<file path="src/dso_pkg.sv">
// Package of constants for the drive status output selector
package dso_pkg;

    // ************************************************************
    // Sizes
    // ************************************************************
    localparam int N_TERM  = 7;                  // Configurable output terminals
    localparam int CODE_W  = 16;                 // Function code width
    localparam int VAL_W   = 16;                 // Frequency, current and limit width
    localparam int PCT_W   = 7;                  // Percentage input width
    localparam int COND_N  = 17;                 // Condition slots 0..16
    localparam int EVT_N   = 19;                 // Conditions plus two trips
    localparam int CFG_N   = 12;                 // Threshold registers

    // ************************************************************
    // Function code ranges and condition slots
    // ************************************************************
    localparam logic [CODE_W-1:0] POS_MAX  = 16'h0063;  // 99
    localparam logic [CODE_W-1:0] NEG_BASE = 16'h0064;  // 100
    localparam logic [CODE_W-1:0] NEG_MAX  = 16'h00c7;  // 199
    localparam logic [COND_N-1:0] COND_VALID = 17'h1fdff; // Slot 9 undefined
    localparam int C_RUN = 0, C_SPEED = 1, C_PLOSS = 2, C_STALL = 3;
    localparam int C_FL1 = 4, C_FL2 = 5, C_FL3 = 6, C_RBP = 7, C_THP = 8;
    localparam int C_PANEL = 10, C_READY = 11, C_CUR = 12, C_LOW = 13;
    localparam int C_PIDLO = 14, C_PIDHI = 15, C_PIDFWD = 16;
    localparam int E_TRIP_INV = 17, E_TRIP_MOT = 18;

    // ************************************************************
    // Thresholds and modes
    // ************************************************************
    localparam logic [PCT_W-1:0] PREALARM_PCT = 7'h55;   // 85 percent
    localparam logic [PCT_W-1:0] TRIP_PCT     = 7'h64;   // 100 percent
    localparam logic [1:0]       MODE_PANEL   = 2'h1;    // Panel operation mode code
    localparam int CLK_HZ      = 10_000_000;
    localparam int READY_US    = 10;                     // Power-up processing time
    localparam int READY_CYC   = (READY_US * (CLK_HZ / 1_000_000) < 1) ? 1 :
                                 READY_US * (CLK_HZ / 1_000_000);

    // ************************************************************
    // Register map (byte addresses)
    // ************************************************************
    localparam logic [7:0] A_FCODE  = 8'h00;   // Terminal codes, 0x00..0x18
    localparam logic [7:0] A_CFG    = 8'h20;   // Threshold block, 0x20..0x4c
    localparam logic [7:0] A_COND   = 8'h50;   // Live condition vector, read only
    localparam logic [7:0] A_TERM   = 8'h54;   // Terminal levels, read only
    localparam logic [7:0] A_STATUS = 8'h58;   // Sticky events, write one to clear
    localparam logic [7:0] A_MASK   = 8'h5c;   // Interrupt mask

    // Index of each threshold inside the threshold block
    localparam int K_START = 0, K_LVL1 = 1, K_LVL1R = 2, K_LVL2 = 3, K_LVL3 = 4;
    localparam int K_BAND = 5, K_CURTHR = 6, K_CURTIME = 7, K_LOWTHR = 8;
    localparam int K_LOWTIME = 9, K_PIDLO = 10, K_PIDHI = 11;

    // ************************************************************
    // Reset values
    // ************************************************************
    localparam logic [N_TERM-1:0][CODE_W-1:0] FCODE_RST =
        {16'h270f, 16'h0063, 16'h0004, 16'h0003, 16'h0002, 16'h0001, 16'h0000};
    localparam logic [VAL_W-1:0] CFG_RST  = 16'h0000;
    localparam logic [EVT_N-1:0] MASK_RST = 19'h00000;

endpackage

</file>
<file path="src/dso_selector.sv">
// Drive status output selector with Avalon-MM register slave
//
// Our own choices: the address map and the Avalon-MM register port.
`timescale 1ns/1ps
module dso_selector
    import dso_pkg::*;
(
    input  wire logic              clk,
    input  wire logic              rst,
    input  wire logic [7:0]        avs_address,
    input  wire logic              avs_read,
    input  wire logic              avs_write,
    input  wire logic [31:0]       avs_writedata,
    input  wire logic [3:0]        avs_byteenable,
    output logic      [31:0]       avs_readdata,
    output logic                   avs_waitrequest,
    output logic                   irq,
    input  wire logic              drive_running,
    input  wire logic [VAL_W-1:0]  output_freq,
    input  wire logic [VAL_W-1:0]  set_freq,
    input  wire logic              reverse_dir,
    input  wire logic              supply_interrupt,
    input  wire logic              undervoltage,
    input  wire logic              stall_prevention_active,
    input  wire logic [PCT_W-1:0]  regen_duty_pct,
    input  wire logic [PCT_W-1:0]  thermal_inv_pct,
    input  wire logic [PCT_W-1:0]  thermal_mot_pct,
    input  wire logic [1:0]        operation_mode,
    input  wire logic              start_permitted,
    input  wire logic [VAL_W-1:0]  output_current,
    input  wire logic [VAL_W-1:0]  monitored_power,
    input  wire logic [VAL_W-1:0]  pid_feedback,
    input  wire logic              pid_forward_out,
    output logic      [N_TERM-1:0] terminal_out,
    output logic                   thermal_trip_inverter,
    output logic                   thermal_trip_motor
);

    // ************************************************************
    // Register storage
    // ************************************************************
    logic [CODE_W-1:0] fcode_q [N_TERM];     // Function code per terminal
    logic [VAL_W-1:0]  cfg_q   [CFG_N];      // Thresholds and times
    logic [EVT_N-1:0]  status_q;             // Sticky event bits
    logic [EVT_N-1:0]  mask_q;               // Interrupt enables
    logic              ack_q;                // Bus answer phase
    logic [31:0]       rdata_q;              // Registered read data
    logic [COND_N-1:0] cond_q;               // Registered conditions
    logic [COND_N-1:0] cond_d;               // Next conditions
    logic [N_TERM-1:0] term_q;               // Registered terminal levels
    logic [N_TERM-1:0] term_d;               // Next terminal levels
    logic              trip_inv_q;           // Inverter thermal trip
    logic              trip_mot_q;           // Motor thermal trip
    logic [VAL_W-1:0]  cur_cnt_q;            // Cycles above current threshold
    logic [VAL_W-1:0]  low_cnt_q;            // Cycles below low threshold
    logic [15:0]       rdy_cnt_q;            // Power-up processing counter
    logic              rdy_done_q;           // Power-up processing complete

    // ************************************************************
    // Bus decode
    // ************************************************************
    wire        req      = avs_read | avs_write;          // Any request pending
    wire        wr_fire  = avs_write & ack_q;             // Write takes effect
    wire [5:0]  widx     = avs_address[7:2];              // Word index
    wire [5:0]  fc_base  = A_FCODE[7:2];
    wire [5:0]  cfg_base = A_CFG[7:2];
    wire        hit_fc   = (widx >= fc_base) && (widx < fc_base + 6'(N_TERM));
    wire        hit_cfg  = (widx >= cfg_base) && (widx < cfg_base + 6'(CFG_N));
    wire [5:0]  fc_sel   = widx - fc_base;                // Terminal selected
    wire [5:0]  cfg_sel  = widx - cfg_base;               // Threshold selected
    wire [31:0] be_mask  = {{8{avs_byteenable[3]}}, {8{avs_byteenable[2]}},
                            {8{avs_byteenable[1]}}, {8{avs_byteenable[0]}}};
    wire        wr_stat  = wr_fire && (avs_address == A_STATUS);
    wire        wr_mask  = wr_fire && (avs_address == A_MASK);
    wire [EVT_N-1:0] w1c = wr_stat ? (avs_writedata[EVT_N-1:0] & be_mask[EVT_N-1:0])
                                   : '0;

    // Merge enabled byte lanes of write data into a 16-bit register
    function automatic logic [15:0] merge16(input logic [15:0] old_v);
        merge16 = (old_v & ~be_mask[15:0]) | (avs_writedata[15:0] & be_mask[15:0]);
    endfunction

    // One wait state on every access; answer when ack_q is high
    assign avs_waitrequest = req & ~ack_q;
    assign avs_readdata    = rdata_q;

    // ************************************************************
    // Read data selection
    // ************************************************************
    logic [31:0] rsel;
    always_comb begin
        rsel = 32'h0000_0000;                              // Unmapped reads zero
        if (hit_fc) begin
            rsel = {16'h0000, fcode_q[fc_sel[2:0]]};
        end else if (hit_cfg) begin
            rsel = {16'h0000, cfg_q[cfg_sel[3:0]]};
        end else begin
            unique case (avs_address)
                A_COND:   rsel = {15'h0000, cond_q};
                A_TERM:   rsel = {25'h0000000, term_q};
                A_STATUS: rsel = {13'h0000, status_q};
                A_MASK:   rsel = {13'h0000, mask_q};
                default:  rsel = 32'h0000_0000;
            endcase
        end
    end

    // Bus handshake and read capture
    always_ff @(posedge clk or posedge rst) begin
        if (rst) begin
            ack_q   <= 1'b0;
            rdata_q <= 32'h0000_0000;
        end else begin
            ack_q <= req & ~ack_q;
            if (avs_read && !ack_q) begin
                rdata_q <= rsel;
            end
        end
    end

    // ************************************************************
    // Configuration registers
    // ************************************************************
    // Function codes: rewriting a code reassigns the terminal
    always_ff @(posedge clk or posedge rst) begin
        if (rst) begin
            for (int i = 0; i < N_TERM; i++) begin
                fcode_q[i] <= FCODE_RST[i];
            end
        end else if (wr_fire && hit_fc) begin
            fcode_q[fc_sel[2:0]] <= merge16(fcode_q[fc_sel[2:0]]);
        end
    end

    // Thresholds, limits and detection times
    always_ff @(posedge clk or posedge rst) begin
        if (rst) begin
            for (int i = 0; i < CFG_N; i++) begin
                cfg_q[i] <= CFG_RST;
            end
        end else if (wr_fire && hit_cfg) begin
            cfg_q[cfg_sel[3:0]] <= merge16(cfg_q[cfg_sel[3:0]]);
        end
    end

    // ************************************************************
    // Condition detection
    // ************************************************************
    wire [VAL_W-1:0] freq_diff = (output_freq >= set_freq) ? (output_freq - set_freq)
                                                           : (set_freq - output_freq);
    wire [VAL_W-1:0] lvl1_thr  = reverse_dir ? cfg_q[K_LVL1R] : cfg_q[K_LVL1];
    wire             cur_over  = output_current > cfg_q[K_CURTHR];
    wire             pwr_under = monitored_power < cfg_q[K_LOWTHR];

    wire running_ind           = drive_running && (output_freq >= cfg_q[K_START]);
    wire at_set_speed          = freq_diff <= cfg_q[K_BAND];
    wire power_loss_or_undervoltage = supply_interrupt | undervoltage;
    wire freq_level_one        = output_freq >= lvl1_thr;
    wire freq_level_two        = output_freq >= cfg_q[K_LVL2];
    wire freq_level_three      = output_freq >= cfg_q[K_LVL3];
    wire regen_brake_prealarm  = regen_duty_pct >= PREALARM_PCT;
    wire thermal_prealarm      = (thermal_inv_pct >= PREALARM_PCT) ||
                                 (thermal_mot_pct >= PREALARM_PCT);
    wire panel_operation_mode  = operation_mode == MODE_PANEL;
    wire ready_to_start        = rdy_done_q && (start_permitted || drive_running);
    wire current_over_threshold = cur_over && (cur_cnt_q > cfg_q[K_CURTIME]);
    wire low_current_detect    = pwr_under && (low_cnt_q > cfg_q[K_LOWTIME]);
    wire pid_below_limit       = pid_feedback < cfg_q[K_PIDLO];
    wire pid_above_limit       = pid_feedback > cfg_q[K_PIDHI];

    // Gather conditions into their code slots; slot 9 stays low
    always_comb begin
        cond_d           = '0;
        cond_d[C_RUN]    = running_ind;
        cond_d[C_SPEED]  = at_set_speed;
        cond_d[C_PLOSS]  = power_loss_or_undervoltage;
        cond_d[C_STALL]  = stall_prevention_active;
        cond_d[C_FL1]    = freq_level_one;
        cond_d[C_FL2]    = freq_level_two;
        cond_d[C_FL3]    = freq_level_three;
        cond_d[C_RBP]    = regen_brake_prealarm;
        cond_d[C_THP]    = thermal_prealarm;
        cond_d[C_PANEL]  = panel_operation_mode;
        cond_d[C_READY]  = ready_to_start;
        cond_d[C_CUR]    = current_over_threshold;
        cond_d[C_LOW]    = low_current_detect;
        cond_d[C_PIDLO]  = pid_below_limit;
        cond_d[C_PIDHI]  = pid_above_limit;
        cond_d[C_PIDFWD] = pid_forward_out;
    end

    // Continuous-time counters; any break in the condition restarts them
    always_ff @(posedge clk or posedge rst) begin
        if (rst) begin
            cur_cnt_q <= '0;
            low_cnt_q <= '0;
        end else begin
            if (!cur_over) begin
                cur_cnt_q <= '0;
            end else if (cur_cnt_q != '1) begin
                cur_cnt_q <= cur_cnt_q + 1'b1;
            end
            if (!pwr_under) begin
                low_cnt_q <= '0;
            end else if (low_cnt_q != '1) begin
                low_cnt_q <= low_cnt_q + 1'b1;
            end
        end
    end

    // Power-up and reset processing delay before ready may show
    always_ff @(posedge clk or posedge rst) begin
        if (rst) begin
            rdy_cnt_q  <= 16'h0000;
            rdy_done_q <= 1'b0;
        end else if (!rdy_done_q) begin
            rdy_cnt_q  <= rdy_cnt_q + 16'h0001;
            rdy_done_q <= (rdy_cnt_q == 16'(READY_CYC - 1));
        end
    end

    // ************************************************************
    // Per-terminal code decode
    // ************************************************************
    genvar g;
    generate
        for (g = 0; g < N_TERM; g++) begin : g_term
            wire [CODE_W-1:0] code   = fcode_q[g];
            wire              is_pos = code <= POS_MAX;
            wire              is_neg = (code >= NEG_BASE) && (code <= NEG_MAX);
            wire [CODE_W-1:0] slot   = is_neg ? (code - NEG_BASE) : code;
            wire              known  = (is_pos || is_neg) && (slot < CODE_W'(COND_N))
                                       && COND_VALID[slot[4:0]];
            // Unknown codes stay off; negative codes invert the level
            assign term_d[g] = known & (cond_q[slot[4:0]] ^ is_neg);
        end
    endgenerate

    // Condition, terminal and trip registers
    always_ff @(posedge clk or posedge rst) begin
        if (rst) begin
            cond_q     <= '0;
            term_q     <= '0;
            trip_inv_q <= 1'b0;
            trip_mot_q <= 1'b0;
        end else begin
            cond_q     <= cond_d;
            term_q     <= term_d;
            trip_inv_q <= thermal_inv_pct >= TRIP_PCT;
            trip_mot_q <= thermal_mot_pct >= TRIP_PCT;
        end
    end

    assign terminal_out          = term_q;
    assign thermal_trip_inverter = trip_inv_q;
    assign thermal_trip_motor    = trip_mot_q;

    // ************************************************************
    // Interrupt status and mask
    // ************************************************************
    wire [EVT_N-1:0] evt_now  = {trip_mot_q, trip_inv_q, cond_q};
    wire [EVT_N-1:0] evt_next = {thermal_mot_pct >= TRIP_PCT, thermal_inv_pct >= TRIP_PCT,
                                 cond_d};
    wire [EVT_N-1:0] evt_rise = evt_next & ~evt_now;       // Rising edges only

    // Sticky bits; a new event wins over a clear in the same cycle
    always_ff @(posedge clk or posedge rst) begin
        if (rst) begin
            status_q <= '0;
            mask_q   <= MASK_RST;
        end else begin
            status_q <= (status_q & ~w1c) | evt_rise;
            if (wr_mask) begin
                mask_q <= (mask_q & ~be_mask[EVT_N-1:0]) |
                          (avs_writedata[EVT_N-1:0] & be_mask[EVT_N-1:0]);
            end
        end
    end

    assign irq = |(status_q & mask_q);

endmodule

</file>
<file path="config.mk">
export PLATFORM = sky130hd
export DESIGN_NAME = dso_selector
export DESIGN_NICKNAME = d
export VERILOG_FILES = /design/src/dso_pkg.sv /design/src/dso_selector.sv
export SDC_FILE = /design/constraint.sdc
export NUM_CORES = 2
export LEC_CHECK = 0
export ABC_AREA = 1
export BUFFER_PORTS_ARGS = -buffer_cell sky130_fd_sc_hd__buf_2
export CELL_PAD_IN_SITES_DETAIL_PLACEMENT = 0
export CELL_PAD_IN_SITES_GLOBAL_PLACEMENT = 2
export CORE_MARGIN = 1.5
export CORE_UTILIZATION = 39
export DETAILED_ROUTE_END_ITERATION = 8
export PLACE_DENSITY = 0.86
export RECOVER_POWER = 25
export SETUP_SLACK_MARGIN = 0.5
export SKIP_LAST_GASP = 1
export SYNTH_ARGS = -nofsm -noshare
export SYNTH_HDL_FRONTEND = slang
export SYNTH_SLANG_ARGS = --single-unit
</file>
<file path="constraint.sdc">
create_clock -name clk -period 31.3 [get_ports clk]
set_input_delay 1.565 -clock clk [delete_from_list [all_inputs] [get_ports clk]]
set_output_delay 1.565 -clock clk [all_outputs]
set_load 0.01 [all_outputs]
</file>
==> run_results.csv <==
group,metric,value,unit
outcome,status,"complete, but fails checks",
outcome,violations,"DRC, capacitance limit, slew limit",
final_layout,seqCellArea,0.01093,mm2
critical_path,path_buf_inv,5,
timing,slew_headroom,-160.7,%
die,core_area,0.07321,mm2
routing,post_drt_wl_per_cell,21.09,um
logic_synthesis,synth.distinct_cells,58,
logic_synthesis,avgSynthCellArea,7.357,um2
placement,dpl.cell_count,4957,
global_route,gr-usage-met1,42.18,%
logic_synthesis,ys_async_sr_fraction,100.0,%
clock_tree,cts-resized-gates,0,
final_layout,syn2layout_area_growth,11.81,%
final_layout,finalNonFillerCells,5053,
timing,fin_skew,0.03970,ns
clock_tree,clk_path_buf_depth,3,
power_and_ir_drop,peakVddDrop,0.04642,mV
clock_tree,cts_setup_buffers,0,
placement,portBuffers,173,
global_route,grt_max_degree,86,
global_route,gr-usage-met2,41.74,%
die,die_area,0.07586,mm2
critical_path,crit_path_max_fanout,85,
placement,dpl.hpwl,81330,um
clock_tree,clock_latency,0.62,ns
routing,vias_per_cell,5.362,
hold_path,hold_path.class,"flip-flop to flip-flop",
timing,holdWs,0.4714,ns
final_layout,fillerInstances,7554,
critical_path,cp_slowest_stage_delay,2.42,ns
clock_tree,cts_root_buf,"clkbuf_16",
power_and_ir_drop,p_leak,0.01586,uW
timing,final.min_clock_period,7.573,ns
logic_synthesis,synth_compound_area_share,18.88,%
routing,drc,2,
logic_synthesis,synth_top_cell_area_share,36.23,%
critical_path,critPathRequiredTime,31.89,ns
routing,drt-pass1-iter-count,8,
timing,hold_viol,0,
logic_synthesis,synth_top_family_by_area,"simple AND/OR/NAND/NOR gates",
logic_synthesis,yosysTopAreaCell,"dfrtp_1",
critical_path,cp-start-kind,"input port",
logic_synthesis,yosysWarnings,0,
power_and_ir_drop,pwr_density_cell,52.90,mW/mm2
routing,drt_iter0_drc,2584,
final_layout,diodes,0,
timing,rsz0062_at_grt,"false",
final_layout,drive_gt1_share,8.232,%
logic_synthesis,synth-main-ff-cell,"dfrtp_1",
timing,fin_crit_sh,24.20,%
global_route,grt_pass1_vias,25280,
final_layout,nNetsFinal,4435,
clock_tree,clock_sinks,436,
timing,setup_viol,0,
critical_path,endpoint_kind,"asynchronous set/reset pin",
clock_tree,cts_buffers,53,
logic_synthesis,synth.cell_area,0.02894,mm2
die,num_rows,99,
final_layout,multi_input_area,0.01525,mm2
logic_synthesis,synth-seq-area-share,37.77,%
timing,final_max_slew_viol_count,251,
critical_path,r2r_setup_slack,28.34,ns
logic_synthesis,synth-edff-count,0,
logic_synthesis,synthXorXnorAreaFrac,1.755,%
clock_tree,htreeDepth,2,
global_route,antenna_found_initial,3,
critical_path,crit_path_frequent_cell,"buf_4",
logic_synthesis,synth_seq_cells,436,
final_layout,fin_util,44.20,%
die,io_pins,201,
die,start_util,39.54,%
critical_path,critPathKind,"input port to asynchronous set/reset pin",
critical_path,crit_arrival,8.17,ns
logic_synthesis,syn_inst,3934,
flow_run,maxCapViolations,4,
timing,worst_pin_slew,3.911,ns
clock_tree,cts_tree,"built",
hold_path,whs_endpoint,"rdy_cnt_q[7]",
critical_path,cpMaxStageDelayCell,"clkbuf_1",
routing,wirelength,106600,um
routing,ant_nets,0,
critical_path,crit_chain,"buf_2 > clkinvlp_2 > clkbuf_1 > buf_4 > buf_4",
placement,place_congestion,0.9240,
critical_path,rr_worst_depth,8,
die,die_y,275.4,um
logic_synthesis,synth_mux_area_share,0.6614,%
routing,vias,27090,
global_route,grt_pass1_wl,160200,um
critical_path,r2r_end,"cfg_q[121]",
logic_synthesis,synth-simple-area-share,21.34,%
critical_path,path_delay_family,"buffers and inverters",
logic_synthesis,synth_fa_ha_area_share,9.735,%
hold_path,hold_depth,1,
clock_tree,cts.clk_slew.worst_paths,0.06,ns
timing,max_freq,132.0,MHz
timing,fin_setup_tns,0,ns
global_route,busiest_layer,"met1",
global_route,grt_overflow,0,
global_route,grt_use_total,28.08,%
hold_path,hp-start,"rdy_cnt_q[7]",
global_route,gr-usage-met3,4.445,%
critical_path,reg2reg_from,"cfg_q[185]",
die,die_x,275.4,um
clock_tree,hold_buffers,0,
logic_synthesis,synthTopCellsByArea,"dfrtp_1 (36%), nand2_1 (12%), ha_1 (9.6%)",
==> placed cells by master, fill, tap and decap left out, drive strengths merged, types with 4 or more instances in the layout <==
cell type  Yosys  routed
nand2        946     946
inv          580     579
o21ai        553     553
dfrtp        419     419
ha           222     222
nor2         221     221
nand3        194     194
buf           80     187
a21oi        180     180
o22ai        147     147
clkbuf        62      86
nor3          54      54
nand4         47      47
xor2          39      39
o211ai        21      21
xnor2         19      19
mux2          17      17
dfstp         17      17
o32ai         16      16
conb           1      13
clkinv         1      12
nand3b        11      11
a22o           9       9
o21bai         8       8
a21o           6       6
nor4           6       6
o21a           6       6
a211oi         6       6
o2111ai        5       5
a31oi          5       5
o221ai         5       5
bufinv         0       5
a21boi         4       4
a22oi          4       4
==> how the worst max path moves through the flow <==
stage	startpoint	to	cells past startpoint
4_1_cts	output_freq[0]	status_q[1]	19
6_report	rst	rdy_cnt_q[14]	5
3_3_place_gp	output_freq[0]	status_q[1]	19
5_1_grt	rst	rdy_cnt_q[14]	5
2_1_floorplan	rst	asynchronous set/reset pin	1
3_5_place_dp	output_freq[0]	status_q[1]	19
==> routing by layer <==
metal | share of wire (%) | routed length [um]
met1 | 48 | 51060
met2 | 43 | 45520
met3 | 6.9 | 7391
met4 | 2.4 | 2556
met5 | 0.040 | 43
==> registers in the layout, summed over array words and instances (netlist names), 7 cells and up, named ones only <==
register / flops
rdy_cnt_q: 16
low_cnt_q: 16
cond_q: 16
cfg_q: 192
cur_cnt_q: 16
g_term.code: 112
avs_readdata: 19
status_q: 19
terminal_out: 7
==> cell usage after synthesis, types with 6 or more instances <==
master,instances
nor2_2,9
o21bai_1,8
buf_2,50
nor4_1,6
o211ai_1,21
inv_1,577
dfrtp_1,419
mux2_2,17
nand2_1,944
dfstp_2,17
xor2_1,39
a22o_1,9
nor3_1,49
buf_4,19
o32ai_1,16
o21a_1,6
nor2_1,208
nand3b_1,11
o21ai_1,26
nand4_1,47
clkbuf_1,62
xnor2_1,19
nand3_1,194
a21o_1,6
o22ai_1,147
a21oi_1,179
ha_1,222
buf_1,11
o21ai_0,526
==> worst register-to-register path: stages, from the launching register on <==
cell and delay [ns]:
dfrtp_1 0.38, inv_1 0.13, o22ai_1 0.09, o21ai_0 0.44, nand3_1 0.36, a21oi_1 0.67
inv_1 0.49, nand2_1 0.14, o21ai_0 0.08
==> cells by family after synthesis <==
kind of cell,Yosys count
simple gates,1488
compound gates,987
buf+inv,723
flops,436
fa+ha+maj,224
xor+xnor,58
mux,17
other cells,1
==> metrics by stage <==
stage	total power [uW]	setup WS (ns)	instance area, um2
2_1_floorplan	923.2	17.62	28990
3_3_place_gp	1071	24.46	30590
3_5_place_dp	1074	24.57	30590
4_1_cts	1719	25.19	32390
5_1_grt	1801	22.48	32360
6_report	1712	23.73	32360
==> area by class of cell <==
cell class | instances | share of cell area (%)
sequential | 436 | 33.78
multi-input combinational | 2787 | 47.11
timing repair buffer | 194 | 3.113
clock buffer | 79 | 4.771
clock inverter | 17 | 0.7694
tap | 959 | 3.708
inverter | 581 | 6.743
==> where the power goes <==
part / internal, uW / total, uW / switching, uW
clock network: 382 / 642 / 261
registers: 625 / 668 / 43.3
logic: 124 / 401 / 278
total: 1130 / 1710 / 582
No activity file was read; power rests on OpenSTA's default activity.
